**src/rpmpe_cfg.svh**
```systemverilog
// constants for the reset, power mode and programming entry block
`ifndef RPMPE_CFG_SVH
`define RPMPE_CFG_SVH
// oscillator periods in one machine cycle
`define RPMPE_MC_OSC 12
// machine cycles that the reset pin must stay high
`define RPMPE_RST_MC 2
// serial entry key length and value
`define RPMPE_KEY_BITS 10
`define RPMPE_KEY 10'h2A5
// programming address layout
`define RPMPE_ADDR_BITS 11
`define RPMPE_ADDR_LO_BITS 8
`define RPMPE_ADDR_HI_BITS 3
// analog input pins on port 1
`define RPMPE_ANA_PINS 5
// pwm pin position on port 0
`define RPMPE_PWM_BIT 4
`endif

```
**src/rpmpe_pkg.sv**
```systemverilog
// types for the reset, power mode and programming entry block
package rpmpe_pkg;
	typedef enum logic [2:0] {
		ST_RESET = 3'h0,
		ST_KEY = 3'h1,
		ST_RUN = 3'h2,
		ST_IDLE = 3'h3,
		ST_PDOWN = 3'h4,
		ST_PROG = 3'h5
	} rpmpe_state_t;
endpackage : rpmpe_pkg

```
**src/rpmpe_ctrl.sv**
```systemverilog
// reset detection, serial programming entry, power modes and pin control
`timescale 1ns/1ps
`include "rpmpe_cfg.svh"

// Overview of operation
// RULE1 - reset pin high for two machine cycles with oscillator running resets device
// RULE2 - after reset a ten-bit key on reset pin, lsb first, enters programming
// RULE3 - programmer presents each key bit in step with the crystal input
// RULE4 - in programming, eleven-bit address arrives on port 3 in two parts
// RULE5 - select low gives low address byte, high gives three high bits
// RULE6 - port 1 drives read data in verify, takes write data in program
// RULE7 - programmer drives select high for verify, low for program
// RULE8 - analog pins are outputs only while converter is disabled
// RULE9 - crystal clock passes a divide-by-two stage before internal clocking
// RULE10 - idle or power-down starts only after the requesting instruction completes
// RULE11 - idle stops cpu, converter and pwm; timers and interrupts keep running
// RULE12 - idle holds cpu state, ram and special registers unchanged
// RULE13 - enabled interrupt or hardware reset leaves idle
// RULE14 - software waits for analog references to settle before converting
// RULE15 - power-down stops oscillator and keeps only ram
// RULE16 - only hardware reset leaves power-down, interrupts do not
// RULE17 - ports keep driving latched data in idle and power-down, except pwm pin; the code drives the pwm pin from its latch as well
// RULE18 - key mismatch after ten bits returns to normal operation
module rpmpe_ctrl #(
	parameter int MC_OSC = `RPMPE_MC_OSC,
	parameter int RST_MC = `RPMPE_RST_MC,
	parameter int KEY_BITS = `RPMPE_KEY_BITS,
	parameter logic [`RPMPE_KEY_BITS-1:0] KEY = `RPMPE_KEY
) (
	// clock and reset
	input wire logic clk_sys,
	input wire logic sys_rst,
	// device pins
	input wire logic reset_pin,
	input wire logic crystal_input,
	input wire logic address_byte_select,
	input wire logic verify_program_select,
	input wire logic [7:0] port1_in,
	input wire logic [7:0] port3_in,
	// core side
	input wire logic idle_req,
	input wire logic pdown_req,
	input wire logic instr_done,
	input wire logic irq_wake,
	input wire logic adc_enable,
	input wire logic pwm_sel,
	input wire logic pwm_value,
	input wire logic [4:0] port0_latch,
	input wire logic [7:0] port1_latch,
	input wire logic [7:0] port3_latch,
	input wire logic [7:0] mem_rd_data,
	// mode and clock control
	output logic dev_reset_q,
	output logic prog_state_q,
	output logic osc_run_q,
	output logic clk_half_en_q,
	output logic cpu_run_q,
	output logic adc_pwm_run_q,
	output logic tmr_irq_run_q,
	output logic vector_go_q,
	// program memory access
	output logic [`RPMPE_ADDR_BITS-1:0] mem_addr_q,
	output logic [7:0] mem_wr_data_q,
	output logic mem_wr_q,
	// port pins
	output logic [4:0] port0_out_q,
	output logic [4:0] port0_oe_q,
	output logic [7:0] port1_out_q,
	output logic [7:0] port1_oe_q,
	output logic [7:0] port3_out_q,
	output logic [7:0] port3_oe_q
);
	localparam int RST_N = MC_OSC * RST_MC;
	localparam int CW = $clog2(RST_N + 1);
	localparam int BW = $clog2(KEY_BITS + 1);

	if (RST_N < 2 || KEY_BITS != `RPMPE_KEY_BITS) begin : g_bad_cfg
		$error("rpmpe_ctrl: unsupported reset length or key width");
	end

	rpmpe_pkg::rpmpe_state_t st_q;
	rpmpe_pkg::rpmpe_state_t st_d;
	logic rst_s;
	logic xtal_s;
	logic xtal_prev_q;
	logic abs_s;
	logic vps_s;
	logic vps_prev_q;
	logic [7:0] p1_s;
	logic [7:0] p3_s;
	logic [CW-1:0] rst_cnt_q;
	logic [KEY_BITS-1:0] shift_q;
	logic [BW-1:0] bit_cnt_q;

	rpmpe_sync #(.WIDTH(20)) u_sync (
		.clk_sys(clk_sys),
		.sys_rst(sys_rst),
		.pin_in({reset_pin, crystal_input, address_byte_select, verify_program_select, port1_in, port3_in}),
		.sync_out({rst_s, xtal_s, abs_s, vps_s, p1_s, p3_s})
	);

	wire xtal_rise = xtal_s & ~xtal_prev_q;
	wire rst_count_ok = osc_run_q | (st_q == rpmpe_pkg::ST_PDOWN);
	// RULE1 reset length check
	wire rst_fire = rst_s & rst_count_ok & (rst_cnt_q == CW'(RST_N - 1));
	wire last_bit = xtal_rise & (bit_cnt_q == BW'(KEY_BITS - 1));
	wire [KEY_BITS-1:0] key_word = {rst_s, shift_q[KEY_BITS-1:1]};
	wire key_match = key_word == KEY;
	wire in_prog = st_q == rpmpe_pkg::ST_PROG;
	wire in_lowpwr = (st_q == rpmpe_pkg::ST_IDLE) | (st_q == rpmpe_pkg::ST_PDOWN);
	wire wake_irq = (st_q == rpmpe_pkg::ST_IDLE) & irq_wake & ~rst_fire;
	// RULE8 analog pin direction
	wire [7:0] p1_run_oe = {3'h7, {`RPMPE_ANA_PINS{~adc_enable}}};
	// RULE17 pwm pin shows latch when pwm is stopped
	wire pwm_pin = (pwm_sel & ~in_lowpwr) ? pwm_value : port0_latch[`RPMPE_PWM_BIT];
	wire [4:0] p0_run_out = {pwm_pin, port0_latch[3:0]};

	always_comb begin
		st_d = st_q;
		case (st_q)
			rpmpe_pkg::ST_RESET: begin
				if (!rst_s) begin
					st_d = rpmpe_pkg::ST_KEY;
				end
			end
			rpmpe_pkg::ST_KEY: begin
				// RULE2 key complete
				if (last_bit && key_match) begin
					st_d = rpmpe_pkg::ST_PROG;
				// RULE18 mismatch runs normally
				end else if (last_bit) begin
					st_d = rpmpe_pkg::ST_RUN;
				end
			end
			rpmpe_pkg::ST_RUN: begin
				// RULE10 enter after instruction
				if (instr_done && pdown_req) begin
					st_d = rpmpe_pkg::ST_PDOWN;
				end else if (instr_done && idle_req) begin
					st_d = rpmpe_pkg::ST_IDLE;
				end
			end
			rpmpe_pkg::ST_IDLE: begin
				// RULE13 interrupt wake
				if (irq_wake) begin
					st_d = rpmpe_pkg::ST_RUN;
				end
			end
			default: begin
				st_d = st_q;
			end
		endcase
		// RULE13 RULE16 reset always wins
		if (rst_fire) begin
			st_d = rpmpe_pkg::ST_RESET;
		end
	end

	always_ff @(posedge clk_sys or posedge sys_rst) begin
		if (sys_rst) begin
			st_q <= rpmpe_pkg::ST_RESET;
			rst_cnt_q <= '0;
			xtal_prev_q <= 1'b0;
			vps_prev_q <= 1'b0;
			shift_q <= '0;
			bit_cnt_q <= '0;
		end else begin
			st_q <= st_d;
			xtal_prev_q <= xtal_s;
			vps_prev_q <= vps_s;
			if (!rst_s) begin
				rst_cnt_q <= '0;
			end else if (rst_count_ok && rst_cnt_q != CW'(RST_N - 1)) begin
				rst_cnt_q <= rst_cnt_q + CW'(1);
			end
			// RULE3 bits taken on crystal edges
			if (st_q != rpmpe_pkg::ST_KEY) begin
				bit_cnt_q <= '0;
			end else if (xtal_rise) begin
				shift_q <= key_word;
				bit_cnt_q <= bit_cnt_q + BW'(1);
			end
		end
	end

	// mode outputs
	always_ff @(posedge clk_sys or posedge sys_rst) begin
		if (sys_rst) begin
			dev_reset_q <= 1'b1;
			prog_state_q <= 1'b0;
			osc_run_q <= 1'b1;
			clk_half_en_q <= 1'b0;
			cpu_run_q <= 1'b0;
			adc_pwm_run_q <= 1'b0;
			tmr_irq_run_q <= 1'b0;
			vector_go_q <= 1'b0;
		end else begin
			dev_reset_q <= (st_d == rpmpe_pkg::ST_RESET) | (st_d == rpmpe_pkg::ST_KEY);
			prog_state_q <= st_d == rpmpe_pkg::ST_PROG;
			// RULE15 oscillator stops in power-down
			osc_run_q <= st_d != rpmpe_pkg::ST_PDOWN;
			// RULE9 divide by two
			clk_half_en_q <= (st_d != rpmpe_pkg::ST_PDOWN) & ~clk_half_en_q;
			// RULE11 RULE12 idle freezes cpu
			cpu_run_q <= st_d == rpmpe_pkg::ST_RUN;
			adc_pwm_run_q <= st_d == rpmpe_pkg::ST_RUN;
			tmr_irq_run_q <= (st_d == rpmpe_pkg::ST_RUN) | (st_d == rpmpe_pkg::ST_IDLE);
			vector_go_q <= wake_irq;
		end
	end

	// programming access and pins
	always_ff @(posedge clk_sys or posedge sys_rst) begin
		if (sys_rst) begin
			mem_addr_q <= '0;
			mem_wr_data_q <= '0;
			mem_wr_q <= 1'b0;
			port0_out_q <= '0;
			port0_oe_q <= '0;
			port1_out_q <= '0;
			port1_oe_q <= '0;
			port3_out_q <= '0;
			port3_oe_q <= '0;
		end else begin
			// RULE4 RULE5 address halves
			if (in_prog && !abs_s) begin
				mem_addr_q[`RPMPE_ADDR_LO_BITS-1:0] <= p3_s;
			end else if (in_prog) begin
				mem_addr_q[`RPMPE_ADDR_BITS-1:`RPMPE_ADDR_LO_BITS] <= p3_s[`RPMPE_ADDR_HI_BITS-1:0];
			end
			// RULE6 RULE7 program data on select low
			if (in_prog && !vps_s) begin
				mem_wr_data_q <= p1_s;
			end
			// write as select returns high: just after the fall port 1 still shows verify data
			mem_wr_q <= in_prog & ~vps_prev_q & vps_s;
			if (in_prog) begin
				port0_oe_q <= '0;
				port3_oe_q <= '0;
				// RULE6 verify drives port 1
				port1_out_q <= mem_rd_data;
				port1_oe_q <= {8{vps_s}};
			end else if (st_q == rpmpe_pkg::ST_RESET || st_q == rpmpe_pkg::ST_KEY) begin
				port0_oe_q <= '0;
				port1_oe_q <= '0;
				port3_oe_q <= '0;
			end else begin
				// RULE17 latched data in run, idle and power-down
				port0_out_q <= p0_run_out;
				port0_oe_q <= 5'h1F;
				port1_out_q <= port1_latch;
				port1_oe_q <= p1_run_oe;
				port3_out_q <= port3_latch;
				port3_oe_q <= 8'hFF;
			end
		end
	end
endmodule : rpmpe_ctrl

```
**src/rpmpe_sync.sv**
```systemverilog
// two flop synchroniser for pin inputs
`timescale 1ns/1ps
module rpmpe_sync #(
	parameter int WIDTH = 1
) (
	// clock and reset
	input wire logic clk_sys,
	input wire logic sys_rst,
	// pin side and synchronised side
	input wire logic [WIDTH-1:0] pin_in,
	output logic [WIDTH-1:0] sync_out
);
	logic [WIDTH-1:0] meta_q;

	always_ff @(posedge clk_sys or posedge sys_rst) begin
		if (sys_rst) begin
			meta_q <= '0;
			sync_out <= '0;
		end else begin
			meta_q <= pin_in;
			sync_out <= meta_q;
		end
	end
endmodule : rpmpe_sync

```
**config.mk**
```make
export PLATFORM = sky130hd
export DESIGN_NAME = rpmpe_ctrl
export DESIGN_NICKNAME = d
export VERILOG_FILES = /design/src/rpmpe_pkg.sv /design/src/rpmpe_ctrl.sv /design/src/rpmpe_sync.sv
export VERILOG_INCLUDE_DIRS = /design/src
export SDC_FILE = /design/constraint.sdc
export NUM_CORES = 1
export LEC_CHECK = 0
export ABC_CLOCK_PERIOD_IN_PS = 5650
export BUFFER_PORTS_ARGS = -buffer_cell sky130_fd_sc_hd__buf_2
export CORE_ASPECT_RATIO = 1.1
export CORE_UTILIZATION = 45
export CTS_CLUSTER_SIZE = 40
export DETAILED_ROUTE_END_ITERATION = 6
export GPL_ROUTABILITY_DRIVEN = 0
export PLACE_DENSITY = 0.71
export REMOVE_ABC_BUFFERS = 1
export SYNTH_ARGS = -nofsm -noshare
export SYNTH_HDL_FRONTEND = slang
export SYNTH_SLANG_ARGS = --single-unit
```
**constraint.sdc**
```tcl
create_clock -name clk_sys -period 5.65 [get_ports clk_sys]
set_clock_uncertainty 0.05 [all_clocks]
set_input_delay 0.565 -clock clk_sys [delete_from_list [all_inputs] [get_ports clk_sys]]
set_output_delay 0.565 -clock clk_sys [all_outputs]
set_load 0.005 [all_outputs]
```
Word-level counts from Yosys, hierarchy flattened
Cells that the tools add are included.

word-level totals
  register bits = 133
  logic and storage cells = 104
  input port bits = 58
  output and inout port bits = 70

cells by class
  add/subtract/negate cells = 2
  equal/unequal tests = 17
  reduce and logical (&&, ||, !) cells = 15
  mux-type cells = 21
  bitwise logic cells = 24

operators with widths
  cell                                                             number
  8-bit 2-to-1 mux                                                 6
  3-bit 2-to-1 mux                                                 7
  5-bit 2-to-1 mux                                                 4
  3-bit by 2-bit == test with 1-bit output, second input constant  4
  3-bit one-hot mux with 4 select lines                            1
  1-bit AND                                                        10
  10-bit == test, second input constant                            1
  1-bit NOT                                                        10
  3-bit == test, second input constant                             3
  4-bit 2-to-1 mux                                                 2
  3-bit by 1-bit == test with 1-bit output, second input constant  2
  1-bit logical AND                                                6
  3-bit logical NOT                                                2
  2-bit AND reduction                                              3
  5-bit by 1-bit adder with 5-bit output, second input constant    1
  5-bit == test, second input constant                             1
  5-bit != test, second input constant                             1
  4-bit by 1-bit adder with 4-bit output, second input constant    1
  4-bit == test, second input constant                             1
  2-bit != test, second input constant                             2
  1-bit bitwise OR                                                 4
  3-bit by 1-bit != test with 1-bit output, second input constant  1
  3-bit != test, second input constant                             1
  1-bit logical NOT                                                2
  other kinds (3)                                                  3

Logic depth before layout (Yosys ltp)
  depth in word-level cells = 9
  mapped depth = 7
  gate-level depth less buffers = 7

By module
Synthesis repeated with hierarchy kept, for this count alone.

second synthesis, totals
  cells, all modules = 314
  area, all modules = 4440.5 µm²

modules (own cells, without submodules)
  module      sequential area each (µm²)  area an instance (µm²)  instances  cells each
  rpmpe_ctrl  1854.3                      3435.8                  1          273
  rpmpe_sync  1001.0                      1004.7                  1          41

Worst setup path after synthesis
OpenSTA, ideal clock, no wires.

  path kind = register to register
  from = reg st_q[1]
  to = reg clk_half_en_q
  clock period less this slack = 2.056 ns
  stages on the path, launching flop included = 8
  data arrival time = 1.861 ns
  buffers on the path = 2
  data required time = 5.455 ns
  setup slack = 3.594 ns
  setup time = 0.145 ns
  path through = dfrtp_1 buf_6 or3b_1 buf_2 or4_4 nand2_1 and4_1 a21oi_1

between the ends
  cells in the longest elaborated chain, start to end = 7
  elaborated cells on any way between the ends = 18
  those cells by class = 5 x eq/ne; 8 x mux; 4 x bitwise; 1 x reduce/logical

RTL lines
  what                      RTL line           text
  start: declaration        rpmpe_ctrl.sv:81   rpmpe_pkg::rpmpe_state_t st_q;
  start signal: assignment  rpmpe_ctrl.sv:161  st_q <= rpmpe_pkg::ST_RESET;
  start signal: assignment  rpmpe_ctrl.sv:168  st_q <= st_d;
  3-bit == test             rpmpe_ctrl.sv:103  wire rst_count_ok = osc_run_q | (st_q == rpmpe_pkg::ST_PDOWN);
  1-bit bitwise OR          rpmpe_ctrl.sv:103
  1-bit AND (2 in a row)    rpmpe_ctrl.sv:105  wire rst_fire = rst_s & rst_count_ok & (rst_cnt_q == CW'(RST_N - 1));
  3-bit 2-to-1 mux (*)      rpmpe_ctrl.sv:154  if (rst_fire) begin
  3-bit != test (*)         rpmpe_ctrl.sv:203  clk_half_en_q <= (st_d != rpmpe_pkg::ST_PDOWN) & ~clk_half_en_q;
  1-bit AND (*)             rpmpe_ctrl.sv:203
  end signal: assignment    rpmpe_ctrl.sv:203
  end: declaration          rpmpe_ctrl.sv:56   output logic clk_half_en_q,

Mark *: on every way between the ends. The rest lies on a longest branch, timed or not.
A chain may end at the register's enable or synchronous reset.

Final worst setup path
  from = reg st_q[2]
  to = reg clk_half_en_q

The elaborated chain is that of the path after synthesis.

==> results.md <==
- RSZ-0062 raised after global routing: no
- Final count of pins violating max slew: 0
- Final hold vios: 0
- Grt met3 use: 6.17%
- CTS clk-pin slew, worst paths: 60 ps
- Top cell type's share of synthesized area: 66.4%
- # setup viols final: 0
- Synth cell types: 43
- Die width: ~94 µm
- Leakage: approximately 2.8 nW
- Met1 usage: 23.2%
- IO buf count: 127
- Pwr Density: 445 nW/µm²
- FF+latch count, synth: about 110
- Combinational Power Share: 14.9%
- Worst setup EP type: flip-flop
- Clock buffer depth: 2
- Class of the worst hold path: in -> reg
- Leading cell type in the layout, fill and taps excluded: buf_2
- Post-Synthesis Cells: approximately 310
- TNS Setup: 0 ps
- Vias per Instance: between 4 and 5
- Worst VDD drop: 0.313 mV
- CTS Buf Count: 17
- Part of the cycle the worst path needs: 40.6%
- EDFF count, synth: 0
- Routed len/inst: approximately 14 µm
- Worst Setup Path Type: reg -> reg
- Slowest CP cell: dfrtp_1
- Die Y: 104 µm
- Total wire length: 8020 µm
- Root buffer cell: clkbuf_8
- ANT nets after route: 0
- First-pass GRT wire length: 13500 µm
- Post-CTS sizing: 0
- Post-CTS Setup Inserts: 0
- CP required: 5960 ps
- Initial antenna violation count: 0
- Outcome: finished, final reports clean
- Rows: 36
- First-pass DRT Iterations: 4
- Most area-consuming cells after synthesis: dfrtp_1, mux2_2, buf_4
- Most frequent cells in the layout: buf_2, dfrtp_1, mux2_2, nor2_1, clkbuf_16
- Area leader, netlist: dfrtp_1
- Remaining DRCs: 0
- Share of cells above drive strength 1: 46.5%
- Startpoint types: flip-flop
- Syn Area/Cell: 13.7 µm²
- Placed cell area: between 4000 and 5000 µm²
- Least-Margin Pin Slew: 1080 ps
- Sequential-to-total area share from yosys stat: between 60% and 70%
- Final Cell Area: 5390 µm²
- Ys Warns: 0
- GR Util met2: 28.3%
- Mapped Area: about 4200 µm²
- Max-Cap Viols: 0
- Switching power: roughly 0.00064 W
- CTS Sinks: 114
- Worst path max stage delay: 610 ps
- CP Max Fanout: 22
- Ys flop type: dfrtp_1
- Top Usage Layer GRT: met2
- Vias in the first global route: 2824
- H-tree depth: 4
- Routed vias: around 2700
- Clk_lat worst skew: 510 ps
- Nets: 489
- GRT Total Usage: a little under a fifth
- CTS tree: done
- Top Ports: ~130
- R2r setup slk: between 3000 and 4000 ps
- Slew margin rel.: 28.1%
- Placeable Area: 8960 µm²
- Fin crit period: 2300 ps
- Clock power frac: roughly two fifths
- Area Overhead vs Synth: 27.6%
- Drt initial violations: 122
- Starting Density: 47.1%
- Max Freq: 435 MHz
- Ant diodes: 0
- Switching fraction of total power: 26.6%
- Internal power: 0.00176 W
- Flop pwr share: 44.0%
- CP arrival: 2610 ps
- Critical path cell sequence: or3b_1 -> or4_4 -> nand2_1 -> and4_1 -> a21oi_1
- Largest net degree at the start of global routing: 91
- Die ar.: just under 10000 µm²
- Post-DP HPWL: 5490 µm
- Grt ovf: 0
- Async SR Flop Fraction: 100%
worst max-delay path, delay by kind of cell, from the launching register on:
kind | cells | cell delay, ps
flops | 1 | 610
compound gates | 1 | 70
simple gates | 4 | 1430
synth_stat cells, types with 2 or more instances:
cell,count
nand2b_1,2
o21ai_0,7
dfrtp_1,112
nor4_1,2
inv_1,7
nand4b_1,2
nand3_1,4
xor2_1,2
nand2_1,15
mux2_2,40
o22ai_1,8
clkbuf_1,7
and2_1,4
nand4_1,4
dfstp_2,2
xnor2_1,4
and3_1,3
a21oi_1,13
nor3_1,3
nor2b_1,3
ha_1,3
nor2_1,21
buf_4,20
nor3b_1,2
per-layer routing:
metal / vias up / part of all wire, %
met3: 15 / 6.7
met5: - / 0
met1: 1310 / 42
met2: 99 / 50
met4: 0 / 1.8
li1: 1294 / -
worst paths after layout:
| kind | start | end | cells after the start |
|---|---|---|---|
| setup / recovery | st_q[2]$_DFF_PP0_ | clk_half_en_q$_DFF_PP0_ | 5 |
| hold / removal | reset_pin | u_sync.meta_q[19]$_DFF_PP0_ | 1 |
| setup reg to reg | st_q[2]$_DFF_PP0_ | clk_half_en_q$_DFF_PP0_ | 5 |
| hold reg to reg | u_sync.meta_q[19]$_DFF_PP0_ | u_sync.sync_out[19]$_DFF_PP0_ | 0 |
| max in group asynchronous | sys_rst | bit_cnt_q[1]$_DFFE_PP0P_ | 4 |
| min in group asynchronous | sys_rst | port3_out_q[7]$_DFFE_PP0P_ | 3 |
timing repair:
item / CTS / global route
hold buffers: 1 / 0
endpoints found under the setup margin: 0 / 0
endpoints found under the hold margin: 24 / 0
registers in the layout, indices dropped and copies added, names as in the netlist, 2 cells and up:
name             count
u_sync.meta_q       20
u_sync.sync_out     20
mem_addr_q          11
shift_q              9
mem_wr_data_q        8
port1_out_q          8
port3_out_q          8
port0_out_q          5
rst_cnt_q            5
bit_cnt_q            4
st_q                 3
port1_oe_q           2
logic make-up (layout without fill, tap and decap cells):
kind of cell | Yosys count | after routing | share of synthesized area, %
mux | 40 | 40 | 10.7
xor+xnor | 6 | 6 | 1.24
simple gates | 75 | 75 | 9.54
flops | 114 | 114 | 67.6
buf+inv | 36 | 168 | 5.19
fa+ha+maj | 3 | 3 | 0.889
compound gates | 35 | 35 | 4.83
stage by stage:
| stage | std cells | worst slack (ps) | util (%) | total power [W] | hold slack (ps) |
|---|---|---|---|---|---|
| 3_5_place_dp | 522 | 3360 | 53.8 | 0.00142 | 285 |
| 5_1_grt | 555 | 3210 | 60.1 | 0.00251 | 87.2 |
| 2_1_floorplan | 280 | 2020 | - | 0.00125 | 281 |
| 4_1_cts | 555 | 3360 | 60.1 | 0.00242 | 89.3 |
| 3_3_place_gp | 522 | 3420 | 53.8 | 0.00141 | 283 |
| 6_report | 555 | 3350 | 60.1 | 0.00240 | 114 |
power by group through the flow:
stage / combinational, W / sequential, W / clock, W
6_report: 0.000357 / 0.00105 / 0.000987
5_1_grt: 0.000399 / 0.00107 / 0.00104
2_1_floorplan: 0.000195 / 0.00106 / 0
3_5_place_dp: 0.000360 / 0.00106 / 0
4_1_cts: 0.000361 / 0.00105 / 0.00101
3_3_place_gp: 0.000347 / 0.00106 / 0
cell type report:
class,instances,area [µm²]
inverter,7,28.8
clock buffer,19,432
multi-input combinational,159,1150
timing repair buffer,129,653
fill,731,3580
sequential,114,2860
tap,114,143
clock inverter,13,126
No activity file was read; power rests on OpenSTA's default activity.
